File: config.mk
export PLATFORM = sky130hd
export DESIGN_NAME = sbw_top
export DESIGN_NICKNAME = d
export VERILOG_FILES = /design/src/hdl/sbw_pkg.sv /design/src/hdl/sbw_top.sv /design/src/hdl/sbw_counter_bank.sv /design/src/hdl/sbw_arbiter.sv
export SDC_FILE = /design/constraint.sdc
export NUM_CORES = 1
export LEC_CHECK = 0
export BUFFER_PORTS_ARGS = -buffer_cell sky130_fd_sc_hd__buf_2
export CORE_MARGIN = 2
export CORE_UTILIZATION = 62
export CTS_CLUSTER_SIZE = 24
export DETAILED_ROUTE_END_ITERATION = 16
export HOLD_SLACK_MARGIN = 0.08
export PLACE_DENSITY = 0.85
export SLEW_MARGIN = 5
export SYNTH_ARGS = -nofsm -noshare
export SYNTH_HDL_FRONTEND = slang
export SYNTH_SLANG_ARGS = --single-unit
File: constraint.sdc
create_clock -name ref_clk -period 6.4 [get_ports ref_clk]
set_clock_uncertainty 0.1 [all_clocks]
set_input_delay 0.64 -clock ref_clk [delete_from_list [all_inputs] [get_ports ref_clk]]
set_output_delay 0.64 -clock ref_clk [all_outputs]
set_load 0.02 [all_outputs]
File: src/hdl/sbw_pkg.sv
// Package: register map, field layout and types for the bus transfer weights block
package sbw_pkg;

    // ------------------------------------------------------------
    // Register offsets
    // ------------------------------------------------------------
    localparam logic [11:0] UP_PROG_OFFSET   = 12'h0458;
    localparam logic [11:0] UP_CUR_OFFSET    = 12'h045C;
    localparam logic [11:0] DOWN_PROG_OFFSET = 12'h0460;
    localparam logic [11:0] DOWN_CUR_OFFSET  = 12'h0464;

    // ------------------------------------------------------------
    // Field layout and reset values
    // ------------------------------------------------------------
    localparam int          WEIGHT_W      = 8;
    localparam int          UP_CLASSES    = 4;
    localparam int          DOWN_CLASSES  = 2;
    localparam logic [7:0]  WEIGHT_RESET  = 8'h01;
    localparam logic [31:0] UP_PROG_RESET = 32'h0101_0101;
    localparam logic [15:0] DOWN_RESET    = 16'h0101;
    localparam logic [31:0] READ_UNMAPPED = 32'h0000_0000;

    // ------------------------------------------------------------
    // Carriers
    // ------------------------------------------------------------
    typedef struct packed {
        logic        wr;
        logic        rd;
        logic [11:0] addr;
        logic [31:0] wdata;
    } sbw_bus_req_type;

    typedef enum logic [1:0] {
        ARB_IDLE  = 2'b00,
        ARB_GRANT = 2'b01,
        ARB_RELOAD = 2'b10
    } sbw_arb_state_type;

endpackage : sbw_pkg

File: src/hdl/sbw_top.sv
// Top: register port and the upward and downward bus weight arbiters
//
// The address-and-strobe port is this design's own decision.
`timescale 1ns/100ps
// Behaviour
// - down-to-up weight bits 7:0, reset 01
// - peer weight bits 15:8, reloads current
// - up-to-self weight bits 23:16, reloads current
// - down-to-self weight bits 31:24, reloads current
// - upward current counts readable, reset 01
// - up-to-down weight bits 7:0, reset 01
// - decoupler weight bits 15:8, upper reserved
// - downward current counts readable, reset 01
module sbw_top
    import sbw_pkg::*;
(
    // Clock and reset
    input  wire logic        ref_clk,
    input  wire logic        rst,
    // Register port
    input  wire logic [11:0] reg_addr,
    input  wire logic [31:0] reg_wdata,
    input  wire logic        reg_wr,
    input  wire logic        reg_rd,
    output logic      [31:0] reg_rdata,
    // Upward bus requests: 0 down-up, 1 peer, 2 up-self, 3 down-self
    input  wire logic [3:0]  up_req,
    output logic      [3:0]  up_grant,
    // Downward bus requests: 0 up-down, 1 decoupler queue
    input  wire logic [1:0]  down_req,
    output logic      [1:0]  down_grant
);

    // ------------------------------------------------------------
    // Programmed counts
    // ------------------------------------------------------------
    logic [31:0] up_prog_reg;
    logic [15:0] down_prog_reg;
    logic [31:0] up_remaining;
    logic [15:0] down_remaining;
    logic [31:0] rdata_next;
    wire         wr_up   = reg_wr && reg_addr == UP_PROG_OFFSET;
    wire         wr_down = reg_wr && reg_addr == DOWN_PROG_OFFSET;

    always_ff @(posedge ref_clk or posedge rst) begin
        if (rst) begin
            up_prog_reg <= UP_PROG_RESET;
        end else if (wr_up) begin
            up_prog_reg <= reg_wdata;
        end
    end

    always_ff @(posedge ref_clk or posedge rst) begin
        if (rst) begin
            down_prog_reg <= DOWN_RESET;
        end else if (wr_down) begin
            down_prog_reg <= reg_wdata[15:0];
        end
    end

    // ------------------------------------------------------------
    // Field views
    // ------------------------------------------------------------
    function automatic logic [7:0] field_of(input logic [31:0] word, input int idx);
        return word[idx*8 +: 8];
    endfunction : field_of

    logic [7:0] down_to_up_weight;
    logic [7:0] peer_weight;
    logic [7:0] up_to_self_weight;
    logic [7:0] down_to_self_weight;
    logic [7:0] up_to_down_weight;
    logic [7:0] decoupler_queue_weight;
    logic [7:0] down_to_up_remaining;
    logic [7:0] peer_remaining;
    logic [7:0] up_to_self_remaining;
    logic [7:0] down_to_self_remaining;
    logic [7:0] up_to_down_remaining;
    logic [7:0] decoupler_queue_remaining;

    assign down_to_up_weight         = field_of(up_prog_reg, 0);
    assign peer_weight               = field_of(up_prog_reg, 1);
    assign up_to_self_weight         = field_of(up_prog_reg, 2);
    assign down_to_self_weight       = field_of(up_prog_reg, 3);
    assign up_to_down_weight         = field_of({16'h0000, down_prog_reg}, 0);
    assign decoupler_queue_weight    = field_of({16'h0000, down_prog_reg}, 1);
    assign down_to_up_remaining      = field_of(up_remaining, 0);
    assign peer_remaining            = field_of(up_remaining, 1);
    assign up_to_self_remaining      = field_of(up_remaining, 2);
    assign down_to_self_remaining    = field_of(up_remaining, 3);
    assign up_to_down_remaining      = field_of({16'h0000, down_remaining}, 0);
    assign decoupler_queue_remaining = field_of({16'h0000, down_remaining}, 1);

    logic [3:0] up_live;
    logic [1:0] down_live;
    logic       up_period_end;
    logic       down_period_end;

    assign up_live         = {down_to_self_remaining != 8'h00, up_to_self_remaining != 8'h00,
                              peer_remaining != 8'h00, down_to_up_remaining != 8'h00};
    assign down_live       = {decoupler_queue_remaining != 8'h00, up_to_down_remaining != 8'h00};
    assign up_period_end   = (up_req != 4'h0) && ((up_req & up_live) == 4'h0);
    assign down_period_end = (down_req != 2'h0) && ((down_req & down_live) == 2'h0);

    // ------------------------------------------------------------
    // Arbiters
    // ------------------------------------------------------------
    sbw_arbiter #(.N(UP_CLASSES)) u_up (
        .ref_clk   (ref_clk),
        .rst       (rst),
        .req       (up_req),
        .weights   (up_prog_reg),
        .grant_reg (up_grant),
        .remaining (up_remaining)
    );

    sbw_arbiter #(.N(DOWN_CLASSES)) u_down (
        .ref_clk   (ref_clk),
        .rst       (rst),
        .req       (down_req),
        .weights   (down_prog_reg),
        .grant_reg (down_grant),
        .remaining (down_remaining)
    );

    // ------------------------------------------------------------
    // Read path
    // ------------------------------------------------------------
    always_comb begin
        case (reg_addr)
            UP_PROG_OFFSET:   rdata_next = up_prog_reg;
            UP_CUR_OFFSET:    rdata_next = {down_to_self_remaining, up_to_self_remaining,
                                            peer_remaining, down_to_up_remaining};
            DOWN_PROG_OFFSET: rdata_next = {16'h0000, down_prog_reg};
            DOWN_CUR_OFFSET:  rdata_next = {16'h0000, decoupler_queue_remaining,
                                            up_to_down_remaining};
            default:          rdata_next = READ_UNMAPPED;
        endcase
    end

    always_ff @(posedge ref_clk or posedge rst) begin
        if (rst) begin
            reg_rdata <= READ_UNMAPPED;
        end else if (reg_rd) begin
            reg_rdata <= rdata_next;
        end else begin
            reg_rdata <= READ_UNMAPPED;
        end
    end
endmodule : sbw_top

File: src/hdl/sbw_counter_bank.sv
// Counter bank: per-class remaining counts reloaded at end of period
`timescale 1ns/100ps
module sbw_counter_bank
    import sbw_pkg::*;
#(
    parameter int N = 4
) (
    // Clock and reset
    input  wire logic               ref_clk,
    input  wire logic               rst,
    // Control
    input  wire logic [N-1:0]       dec,
    input  wire logic               reload,
    input  wire logic [N*8-1:0]     weights,
    // State
    output logic      [N*8-1:0]     remaining
);

    // ------------------------------------------------------------
    // Counters
    // ------------------------------------------------------------
    always_ff @(posedge ref_clk or posedge rst) begin
        if (rst) begin
            remaining <= {N{WEIGHT_RESET}};
        end else begin
            for (int i = 0; i < N; i++) begin
                if (reload) begin
                    remaining[i*8 +: 8] <= weights[i*8 +: 8];
                end else if (dec[i] && remaining[i*8 +: 8] != 8'h00) begin
                    remaining[i*8 +: 8] <= remaining[i*8 +: 8] - 8'h01;
                end
            end
        end
    end

endmodule : sbw_counter_bank

File: src/hdl/sbw_arbiter.sv
// Weighted fixed-priority arbiter, lowest eligible index first, driven by a counter bank
`timescale 1ns/100ps
module sbw_arbiter
    import sbw_pkg::*;
#(
    parameter int N = 4
) (
    // Clock and reset
    input  wire logic           ref_clk,
    input  wire logic           rst,
    // Requests and weights
    input  wire logic [N-1:0]   req,
    input  wire logic [N*8-1:0] weights,
    // Grant and counts
    output logic      [N-1:0]   grant_reg,
    output logic      [N*8-1:0] remaining
);

    // ------------------------------------------------------------
    // Eligibility
    // ------------------------------------------------------------
    logic [N-1:0] eligible;
    logic [N-1:0] grant_next;
    logic         reload;
    logic [N-1:0] dec;

    always_comb begin
        for (int k = 0; k < N; k++) begin
            eligible[k] = req[k] && (remaining[k*8 +: 8] != 8'h00);
        end
    end

    assign reload = (req != '0) && (eligible == '0);

    always_comb begin
        grant_next = '0;
        for (int k = N - 1; k >= 0; k--) begin
            if (eligible[k]) begin
                grant_next = '0;
                grant_next[k] = 1'b1;
            end
        end
    end

    assign dec = grant_next;

    always_ff @(posedge ref_clk or posedge rst) begin
        if (rst) begin
            grant_reg <= '0;
        end else begin
            grant_reg <= grant_next;
        end
    end

    sbw_counter_bank #(.N(N)) u_bank (
        .ref_clk   (ref_clk),
        .rst       (rst),
        .dec       (dec),
        .reload    (reload),
        .weights   (weights),
        .remaining (remaining)
    );
endmodule : sbw_arbiter

==> results by group, run 1 <==
Cells and area
  • Nets: 756
  • Diodes inserted: 0
  • P&R area growth vs syn: 17.46%
  • Layout cell share with drive strength beyond 1: 25.04%
  • Most frequent cells in the layout: 122 x dfrtp_1, 91 x buf_2, 53 x a22oi_1
  • Commonest non-fill, non-tap cell in the layout: dfrtp_1
  • Final non-filler cell total: 839

Power and ir drop
  • Power density over the cells: 388.2 mW/mm^2
  • Worst VDD drop: 324.0 uV
  • Static leakage: 3.578 nW
  • Total power: 3.026 mW

Drt
  • Routed wire length: 16,880 um
  • Vias/cell: 6.549
  • # DRC: 0
  • Via count: 5,495
  • DR WL/cell: 20.12 um
  • Initial drt markers: 467
  • 1st-pass router iterations: 7
  • Post-route antenna net violation count: 0

STA
  • Min cycle time layout: 3.377 ns
  • Setup violations, final: 0
  • Peak Freq: 296.1 MHz
  • Final setup margin: 3.023 ns
  • Slew headroom: 23.74%
  • Sum Neg Setup Slack: 0 ns
  • Hold slack: 0.2160 ns
  • Unrepaired setup endpoints after global routing: no
  • Worst slew pin tran: 1.141 ns
  • Fin. Hold Viols: 0
  • Crit share post-route: 52.77%
  • Slew Viols, Final: 0

Placement
  • Hpwl dp: 10,890 um
  • Placed instance count: 807
  • Gpl congestion: 0.9388
  • Worst slack, placed: 3.163 ns
  • Port bufs: 91

Logic synthesis
  • Yosys reg bits: 134
  • Register area share after synthesis: 50.76%
  • Distinct cells, synth: 76
  • Async S/R FF share, synth: 100.0%
  • Synth Net Count: 670
  • Largest area contributor in the netlist: dfrtp_1
  • Syn Area/Cell: 10.99 sq um
  • Largest cells by area after synthesis: dfrtp_1 46%, mux2_1 6.8%, a22oi_1 6.0%, dfstp_2 4.8%, nor2_1 2.8%
  • Post-Syn Instances: 604
  • Synth top area share: 46.01%
  • EDFF count, synth: 0
  • Top FF cell, synth: dfrtp_1
  • Ys Warns: 0
  • Netlist Area Pre-Place: 0.006635 sq mm

Floorplanning
  • Row count: 37
  • Starting Density: 63.98%
  • Die height: 107.5 um
  • Die width: 107.5 um
  • Die area: 0.01155 sq mm
  • Core box area: 0.01037 sq mm
  • Io pins: 92

Clock network
  • Number of buffers created by CTS: 17
  • Insertion delay to the later sink of the worst-skew pair: 0.53 ns
  • CTS clk-pin slew, worst paths: 0.06 ns
  • Post-CTS Hold Buffers: 0
  • CTS-repair resized insts: 0
  • Post-CTS setup buffer count: 0
  • CTS sink cnt: 134
  • CTS tree: built
  • CTS H-tree depth: 4
  • Clock Path Buffers: 2
  • CTS root buf: clkbuf_8

Run
  • MaxCap Viol Count: 0

Worst setup path
  • Critical Path End Type: register
  • FF-to-FF path depth: 7
  • Critical path required time: 6.66 ns
  • Critical-path top delay cell: nor2_1
  • Kind of critical path: reg2reg
  • Max stage delay on crit path: 0.84 ns
  • R2R Path End: u_up.u_bank.remaining[2]
  • Top Family by Delay on Critical Path: simple AND/OR/NAND/NOR gates
  • RR Startpoint: u_up.u_bank.remaining[1]
  • Crit path max fanout: 14
  • CP startpoint kind: register
  • Cell Chain, Critical Path: inv_1 -> ha_1 -> or3b_2 -> o21ai_4 -> nand3_1 -> nor2_1 -> o221ai_1
  • Critical path arrival: 3.63 ns
  • Flop2flop setup slack: 3.02 ns
  • WP buf/inv: 1

Min path
  • Hold path depth: 2
  • Hold path startpoint: reg_wdata[28]
  • HP Class: in2reg
  • Hold Path End: up_prog_reg[28]

Global routing
  • Total Routing Usage GR: 30.62%
  • GRT Residual Overflow: 0
  • Largest net degree at the start of global routing: 85
  • Vias in the first global route: 5,526
  • First-pass GRT wire length: 27,230 um
  • Antenna violations before repair: 0

Run status
  • Status: completed
==> how the worst max path moves through the flow <==
stage | startpoint | end | slack, ns | cells after the start
after floorplan | rst | down_prog_reg[10] | 2.10 | 1
after global placement | reg_addr[9] | down_prog_reg[1] | 3.22 | 5
after detailed placement | reg_addr[9] | down_prog_reg[7] | 3.16 | 5
final | u_up.u_bank.remaining[1] | u_up.u_bank.remaining[2] | 3.02 | 7
after CTS | u_up.u_bank.remaining[1] | u_up.u_bank.remaining[2] | 3.08 | 7
after global routing | u_up.u_bank.remaining[19] | u_up.u_bank.remaining[2] | 2.77 | 5
==> per-layer routing <==
metal  GRT usage [%]  vias to the layer above  part of all wire, %
met4           11.36                        0                  2.2
met5               0                        -                    0
met1           38.78                     2731                   41
met3           6.719                       47                  6.3
li1                -                     2459                    -
met2           51.85                      258                   51
==> through the flow <==
stage | utilization (%) | area (sq um)
floorplan | - | 6635
global placement | 69.18 | 7174
detailed placement | 69.18 | 7174
CTS | 75.16 | 7794
global route | 75.16 | 7794
finish | 75.16 | 7794
==> report_power, final <==
part / total, mW / leakage, nW / switching, mW / internal (mW)
registers: 1.23 / 1.77 / 0.220 / 1.01
clock network: 1.02 / 0.285 / 0.384 / 0.637
logic: 0.779 / 1.53 / 0.466 / 0.312
total: 3.03 / 3.58 / 1.07 / 1.96
==> cell usage after synthesis, types with 12 or more instances <==
| cell type | instances |
|---|---|
| nand2_1 | 23 |
| nor2_1 | 49 |
| clkbuf_1 | 12 |
| mux2_1 | 40 |
| dfstp_2 | 12 |
| dfrtp_1 | 122 |
| buf_2 | 12 |
| inv_1 | 22 |
| a21oi_1 | 26 |
| nor3_1 | 14 |
| nand3_1 | 20 |
| ha_1 | 12 |
| a22oi_1 | 53 |
| o21ai_0 | 28 |
==> cell families (layout without fill, tap and decap cells) <==
family                     after synthesis  count (layout)  share of synthesized area (%)
buffers and inverters                   54             153                          3.564
and+or+nand+nor                        168             168                          14.24
xor gates and xnor gates                 8               8                          1.056
muxes                                   52              52                          8.769
adders and majority gates               12              12                          2.263
DFF                                    134             134                          50.76
AOI/OAI and AO/OA                      176             176                          19.35
==> area by class of cell <==
class | instances | area (sq um)
Clock buffer | 18 | 417.9
Clock inverter | 14 | 201.4
Fill cell | 674 | 2576
Inverter | 23 | 88.84
Multi-Input combinational cell | 416 | 3039
Sequential cell | 134 | 3368
Tap cell | 136 | 170.2
Timing Repair Buffer | 98 | 508.0
No activity file was read; power rests on OpenSTA's default activity.
==> run 2: changes to the inputs <==
--- a/config.mk
+++ b/config.mk
@@ -7,11 +7,11 @@
 export LEC_CHECK = 0
 export BUFFER_PORTS_ARGS = -buffer_cell sky130_fd_sc_hd__buf_2
 export CORE_MARGIN = 2
-export CORE_UTILIZATION = 62
+export CORE_UTILIZATION = 58
 export CTS_CLUSTER_SIZE = 24
 export DETAILED_ROUTE_END_ITERATION = 16
 export HOLD_SLACK_MARGIN = 0.08
-export PLACE_DENSITY = 0.85
+export PLACE_DENSITY = 0.8
 export SLEW_MARGIN = 5
 export SYNTH_ARGS = -nofsm -noshare
 export SYNTH_HDL_FRONTEND = slang
==> constraint.sdc (replaced) <==
create_clock -name ref_clk -period 3.2 [get_ports ref_clk]
set_clock_uncertainty 0.1 [all_clocks]
set_input_delay 0.32 -clock ref_clk [delete_from_list [all_inputs] [get_ports ref_clk]]
set_output_delay 0.32 -clock ref_clk [all_outputs]
set_load 0.02 [all_outputs]
==> results by group, run 2 (synthesis gave the netlist of run 1 again) <==
Cells and area
  • Most frequent cells in the layout: 122 x dfrtp_1, 91 x buf_2, 53 x a22oi_1
  • Fill cells: 773
  • Fin util: 72.63%
  • Commonest non-fill, non-tap cell in the layout: dfrtp_1
  • P&R area growth vs syn: 23.38%
  • Layout cell share with drive strength beyond 1: 25.20%
  • Nets: 803
  • Diodes inserted: 0

Drt
  • Routed wire length: 16,780 um
  • # DRC: 0
  • 1st-pass router iterations: 7
  • Initial drt markers: 435
  • Post-route antenna net violation count: 0
  • Vias/cell: 6.249
  • DR WL/cell: 18.79 um
  • Via count: 5,580

Global routing
  • Antenna violations before repair: 0
  • GRT Residual Overflow: 0
  • Vias in the first global route: 5,647
  • First-pass GRT wire length: 28,190 um
  • Total Routing Usage GR: 28.90%
  • Largest net degree at the start of global routing: 80

Worst setup path
  • Flop2flop setup slack: 0.51 ns
  • Critical Path End Type: register
  • Top Family by Delay on Critical Path: simple AND/OR/NAND/NOR gates
  • Cell Chain, Critical Path: or4_1 -> o31a_1 -> nor2_4 -> nand2_2 -> a311o_1
  • Crit path max fanout: 10
  • R2R Path End: u_up.u_bank.remaining[12]
  • Max stage delay on crit path: 0.71 ns
  • RR Startpoint: u_up.u_bank.remaining[26]
  • Critical-path top delay cell: or4_1
  • FF-to-FF path depth: 5
  • Critical path required time: 3.41 ns
  • CP startpoint kind: register
  • Critical path arrival: 2.90 ns
  • Kind of critical path: reg2reg
  • WP buf/inv: 0

Placement
  • Port bufs: 91
  • Hpwl dp: 11,290 um
  • Gpl congestion: 0.8827
  • Worst slack, placed: 0.5522 ns

Power and ir drop
  • Power density over the cells: 714.7 mW/mm^2
  • Total power: 5.851 mW
  • Static leakage: 3.767 nW
  • Worst VDD drop: 727.9 uV

STA
  • Sum Neg Setup Slack: 0 ns
  • Peak Freq: 372.2 MHz
  • Crit share post-route: 83.95%
  • Min cycle time layout: 2.687 ns
  • Hold slack: 0.1689 ns
  • Slew Viols, Final: 0
  • Slew headroom: 51.26%
  • Fin. Hold Viols: 0
  • Unrepaired setup endpoints after global routing: no
  • Final setup margin: 0.5135 ns
  • Worst slew pin tran: 0.7232 ns
  • Setup violations, final: 0

Floorplanning
  • Die width: 111.0 um
  • Starting Density: 58.86%
  • Die height: 111.0 um
  • Io pins: 92
  • Die area: 0.01231 sq mm
  • Core box area: 0.01127 sq mm
  • Row count: 39

Clock network
  • Insertion delay to the later sink of the worst-skew pair: 0.43 ns
  • CTS-repair resized insts: 0
  • Clock Path Buffers: 2
  • CTS H-tree depth: 4
  • CTS root buf: clkbuf_16
  • CTS clk-pin slew, worst paths: 0.06 ns
  • CTS tree: built
  • CTS sink cnt: 134
  • Number of buffers created by CTS: 17

Min path
  • HP Class: in2reg
  • Hold path depth: 3
  • Hold Path End: u_up.grant_reg[0]
  • Hold path startpoint: up_req[0]

Run status
  • Status: completed

Run
  • MaxCap Viol Count: 0
==> run 2: cell types whose count changed in the layout (fill, tap and decap cells not counted), sizes merged <==
cell,previous run,this run
buf,98,111
bufinv,4,1
clkbuf,18,19
clkinv,2,9
clkinvlp,5,4
dlygate4sd3,0,34
inv,26,22
==> run 2: worst reg2reg max path, stage by stage (launching register included) <==
cell and delay [ns]:
dfrtp_1 0.45, or4_1 0.71, o31a_1 0.44, nor2_4 0.30, nand2_2 0.19, a311o_1 0.37
==> run 2: metrics by stage <==
step / instance area [sq um] / std cells
2_1_floorplan: 6639 / 604
3_3_place_gp: 7295 / 827
3_5_place_dp: 7295 / 827
4_1_cts: 8187 / 893
5_1_grt: 8187 / 893
6_report: 8187 / 893
==> run 2: where the power goes <==
| part | switching [mW] | internal, mW |
|---|---|---|
| logic | 0.916 | 0.689 |
| clock network | 0.743 | 1.08 |
| registers | 0.409 | 2.01 |
==> run 2: worst max-delay path by stage <==
stage / from / endpoint / cells past startpoint
finish: u_up.u_bank.remaining[26] / u_up.u_bank.remaining[12] / 5
global route: u_up.u_bank.remaining[26] / u_up.u_bank.remaining[11] / 6
global placement: u_up.u_bank.remaining[26] / u_up.u_bank.remaining[12] / 5
CTS: u_up.u_bank.remaining[1] / u_up.u_bank.remaining[12] / 8
floorplan: u_up.u_bank.remaining[1] / u_up.u_bank.remaining[12] / 8
detailed placement: u_up.u_bank.remaining[1] / u_up.u_bank.remaining[12] / 8
==> run 2: final cells by class <==
class                   instances  area, sq um  area share, %
flip-flops and latches        134         3368          41.14
multi-input cells             416         3039          37.12
repair buffers                145        958.4          11.71
clock buffers                  19        442.9          5.410
well taps                     143        178.9          2.186
clock inverters                13        108.9          1.330
inverters                      23        90.09          1.100
==> run 2: what timing repair did <==
item                      CTS  global route
hold buffers               34             0
buffers inserted            0             0
hold endpoints to repair   74             0
==> run 2: per-layer routing <==
metal	GRT usage [%]	up-vias	wire length, um
li1	-	2539	-
met1	35.99	2783	6805
met2	47.93	223	8488
met3	7.381	35	1087
met4	12.67	0	402
met5	0	-	0
==> run 3: changes to the inputs <==
==> constraint.sdc (replaced) <==
create_clock -name ref_clk -period 2.8 [get_ports ref_clk]
set_clock_uncertainty 0.1 [all_clocks]
set_input_delay 0.28 -clock ref_clk [delete_from_list [all_inputs] [get_ports ref_clk]]
set_output_delay 0.28 -clock ref_clk [all_outputs]
set_load 0.02 [all_outputs]
==> results by group, run 3 (synthesis gave the netlist of run 1 again) <==
Clock network
  • Clock Path Buffers: 2
  • Number of buffers created by CTS: 17
  • CTS tree: built
  • Insertion delay to the later sink of the worst-skew pair: 0.43 ns
  • CTS H-tree depth: 4
  • CTS sink cnt: 134
  • CTS clk-pin slew, worst paths: 0.06 ns
  • CTS root buf: clkbuf_16

Placement
  • Port bufs: 91
  • Hpwl dp: 11,490 um
  • Gpl congestion: 0.8962

Worst setup path
  • Critical Path End Type: register
  • CP startpoint kind: register
  • Critical path required time: 3.01 ns
  • Crit path max fanout: 12
  • Kind of critical path: reg2reg
  • FF-to-FF path depth: 5
  • Critical path arrival: 2.79 ns

Power and ir drop
  • Worst VDD drop: 629.9 uV
  • Power density over the cells: 831.3 mW/mm^2
  • Static leakage: 3.815 nW

Cells and area
  • P&R area growth vs syn: 24.80%
  • Commonest non-fill, non-tap cell in the layout: dfrtp_1
  • Diodes inserted: 0
  • Nets: 807
  • Fill cells: 769
  • Layout cell share with drive strength beyond 1: 25.60%
  • Fin util: 73.46%
  • Most frequent cells in the layout: 122 x dfrtp_1, 91 x buf_2, 53 x a22oi_1

Run
  • MaxCap Viol Count: 0

Drt
  • 1st-pass router iterations: 5
  • Vias/cell: 6.240
  • Via count: 5,597
  • Initial drt markers: 429
  • DR WL/cell: 19.19 um
  • Routed wire length: 17,210 um
  • Post-route antenna net violation count: 0
  • # DRC: 0

Min path
  • HP Class: in2reg
  • Hold path depth: 3

STA
  • Slew Viols, Final: 0
  • Min cycle time layout: 2.576 ns
  • Slew headroom: 51.17%
  • Unrepaired setup endpoints after global routing: no
  • Fin. Hold Viols: 0
  • Sum Neg Setup Slack: 0 ns
  • Setup violations, final: 0
  • Peak Freq: 388.1 MHz
  • Worst slew pin tran: 0.7268 ns
  • Crit share post-route: 92.01%

Floorplanning
  • Core box area: 0.01127 sq mm
  • Starting Density: 58.86%
  • Die height: 111.0 um
  • Row count: 39
  • Io pins: 92
  • Die area: 0.01231 sq mm
  • Die width: 111.0 um

Global routing
  • Vias in the first global route: 5,751
  • Total Routing Usage GR: 29.62%
  • First-pass GRT wire length: 28,950 um
  • GRT Residual Overflow: 0
  • Antenna violations before repair: 0
  • Largest net degree at the start of global routing: 54

Run status
  • Status: completed
-- run 3: changes by cell type in the layout (fill, tap and decap cells not counted), sizes merged --
cell / delta
bufinv: +2
clkbuf: -1
clkinvlp: -1
buf: +4
-- run 3: area by class of cell --
cell class	instances	area [sq um]	area share, %
Clock buffer	18	429.2	5.183
Clock inverter	14	161.4	1.949
Inverter	23	90.09	1.088
Multi-Input combinational cell	416	3039	36.70
Sequential cell	134	3368	40.68
Tap cell	143	178.9	2.161
Timing Repair Buffer	149	1013	12.24
-- run 3: worst max-delay path, stage by stage, from the launching register on --
cell and delay (ns):
dfrtp_1 0.44, or4_1 0.71, o31a_1 0.40, nor2_4 0.30
nand2_2 0.16, a311o_1 0.35
-- run 3: worst paths after layout --
kind                                           startpoint                          to  slack (ns)
worst max-delay path            u_up.u_bank.remaining[26]   u_up.u_bank.remaining[13]        0.22
max in group asynchronous                             rst    u_up.u_bank.remaining[0]        1.60
min in group asynchronous                             rst               reg_rdata[17]        0.26
worst max register to register  u_up.u_bank.remaining[26]   u_up.u_bank.remaining[13]        0.22
worst min-delay path                            up_req[0]           u_up.grant_reg[0]        0.16
worst min register to register           down_prog_reg[0]  u_down.u_bank.remaining[0]        0.39
-- run 3: where the power goes --
part	internal [mW]	switching (mW)	total [mW]
Combinational	0.799	1.06	1.86
Clock	1.39	0.851	2.24
Sequential	2.30	0.486	2.79
-- run 3: what timing repair did --
action                                 CTS  global route
gates resized for setup                  0             0
hold buffers                            34             0
endpoints found under the hold margin  144             0
setup buffers                            0             0
-- run 3: per-layer routing --
| layer | routed length, um | up-vias | track usage, % |
|---|---|---|---|
| li1 | - | 2560 | - |
| met1 | 7143 | 2802 | 37.39 |
| met2 | 8811 | 205 | 50.59 |
| met3 | 979 | 30 | 7.436 |
| met4 | 280 | 0 | 9.000 |
| met5 | 0 | - | 0 |
-- run 3: metrics by stage --
stage	std cells	cell area, sq um	hold WS [ns]	power, mW	setup WS, ns
2_1_floorplan	604	6639	0.2810	4.040	0.4872
3_3_place_gp	831	7350	0.1493	4.473	0.3009
3_5_place_dp	831	7350	0.1644	4.574	0.2663
4_1_cts	897	8280	0.1379	6.877	0.2433
5_1_grt	897	8280	0.1649	7.260	0.1081
6_report	897	8280	0.1551	6.883	0.2236
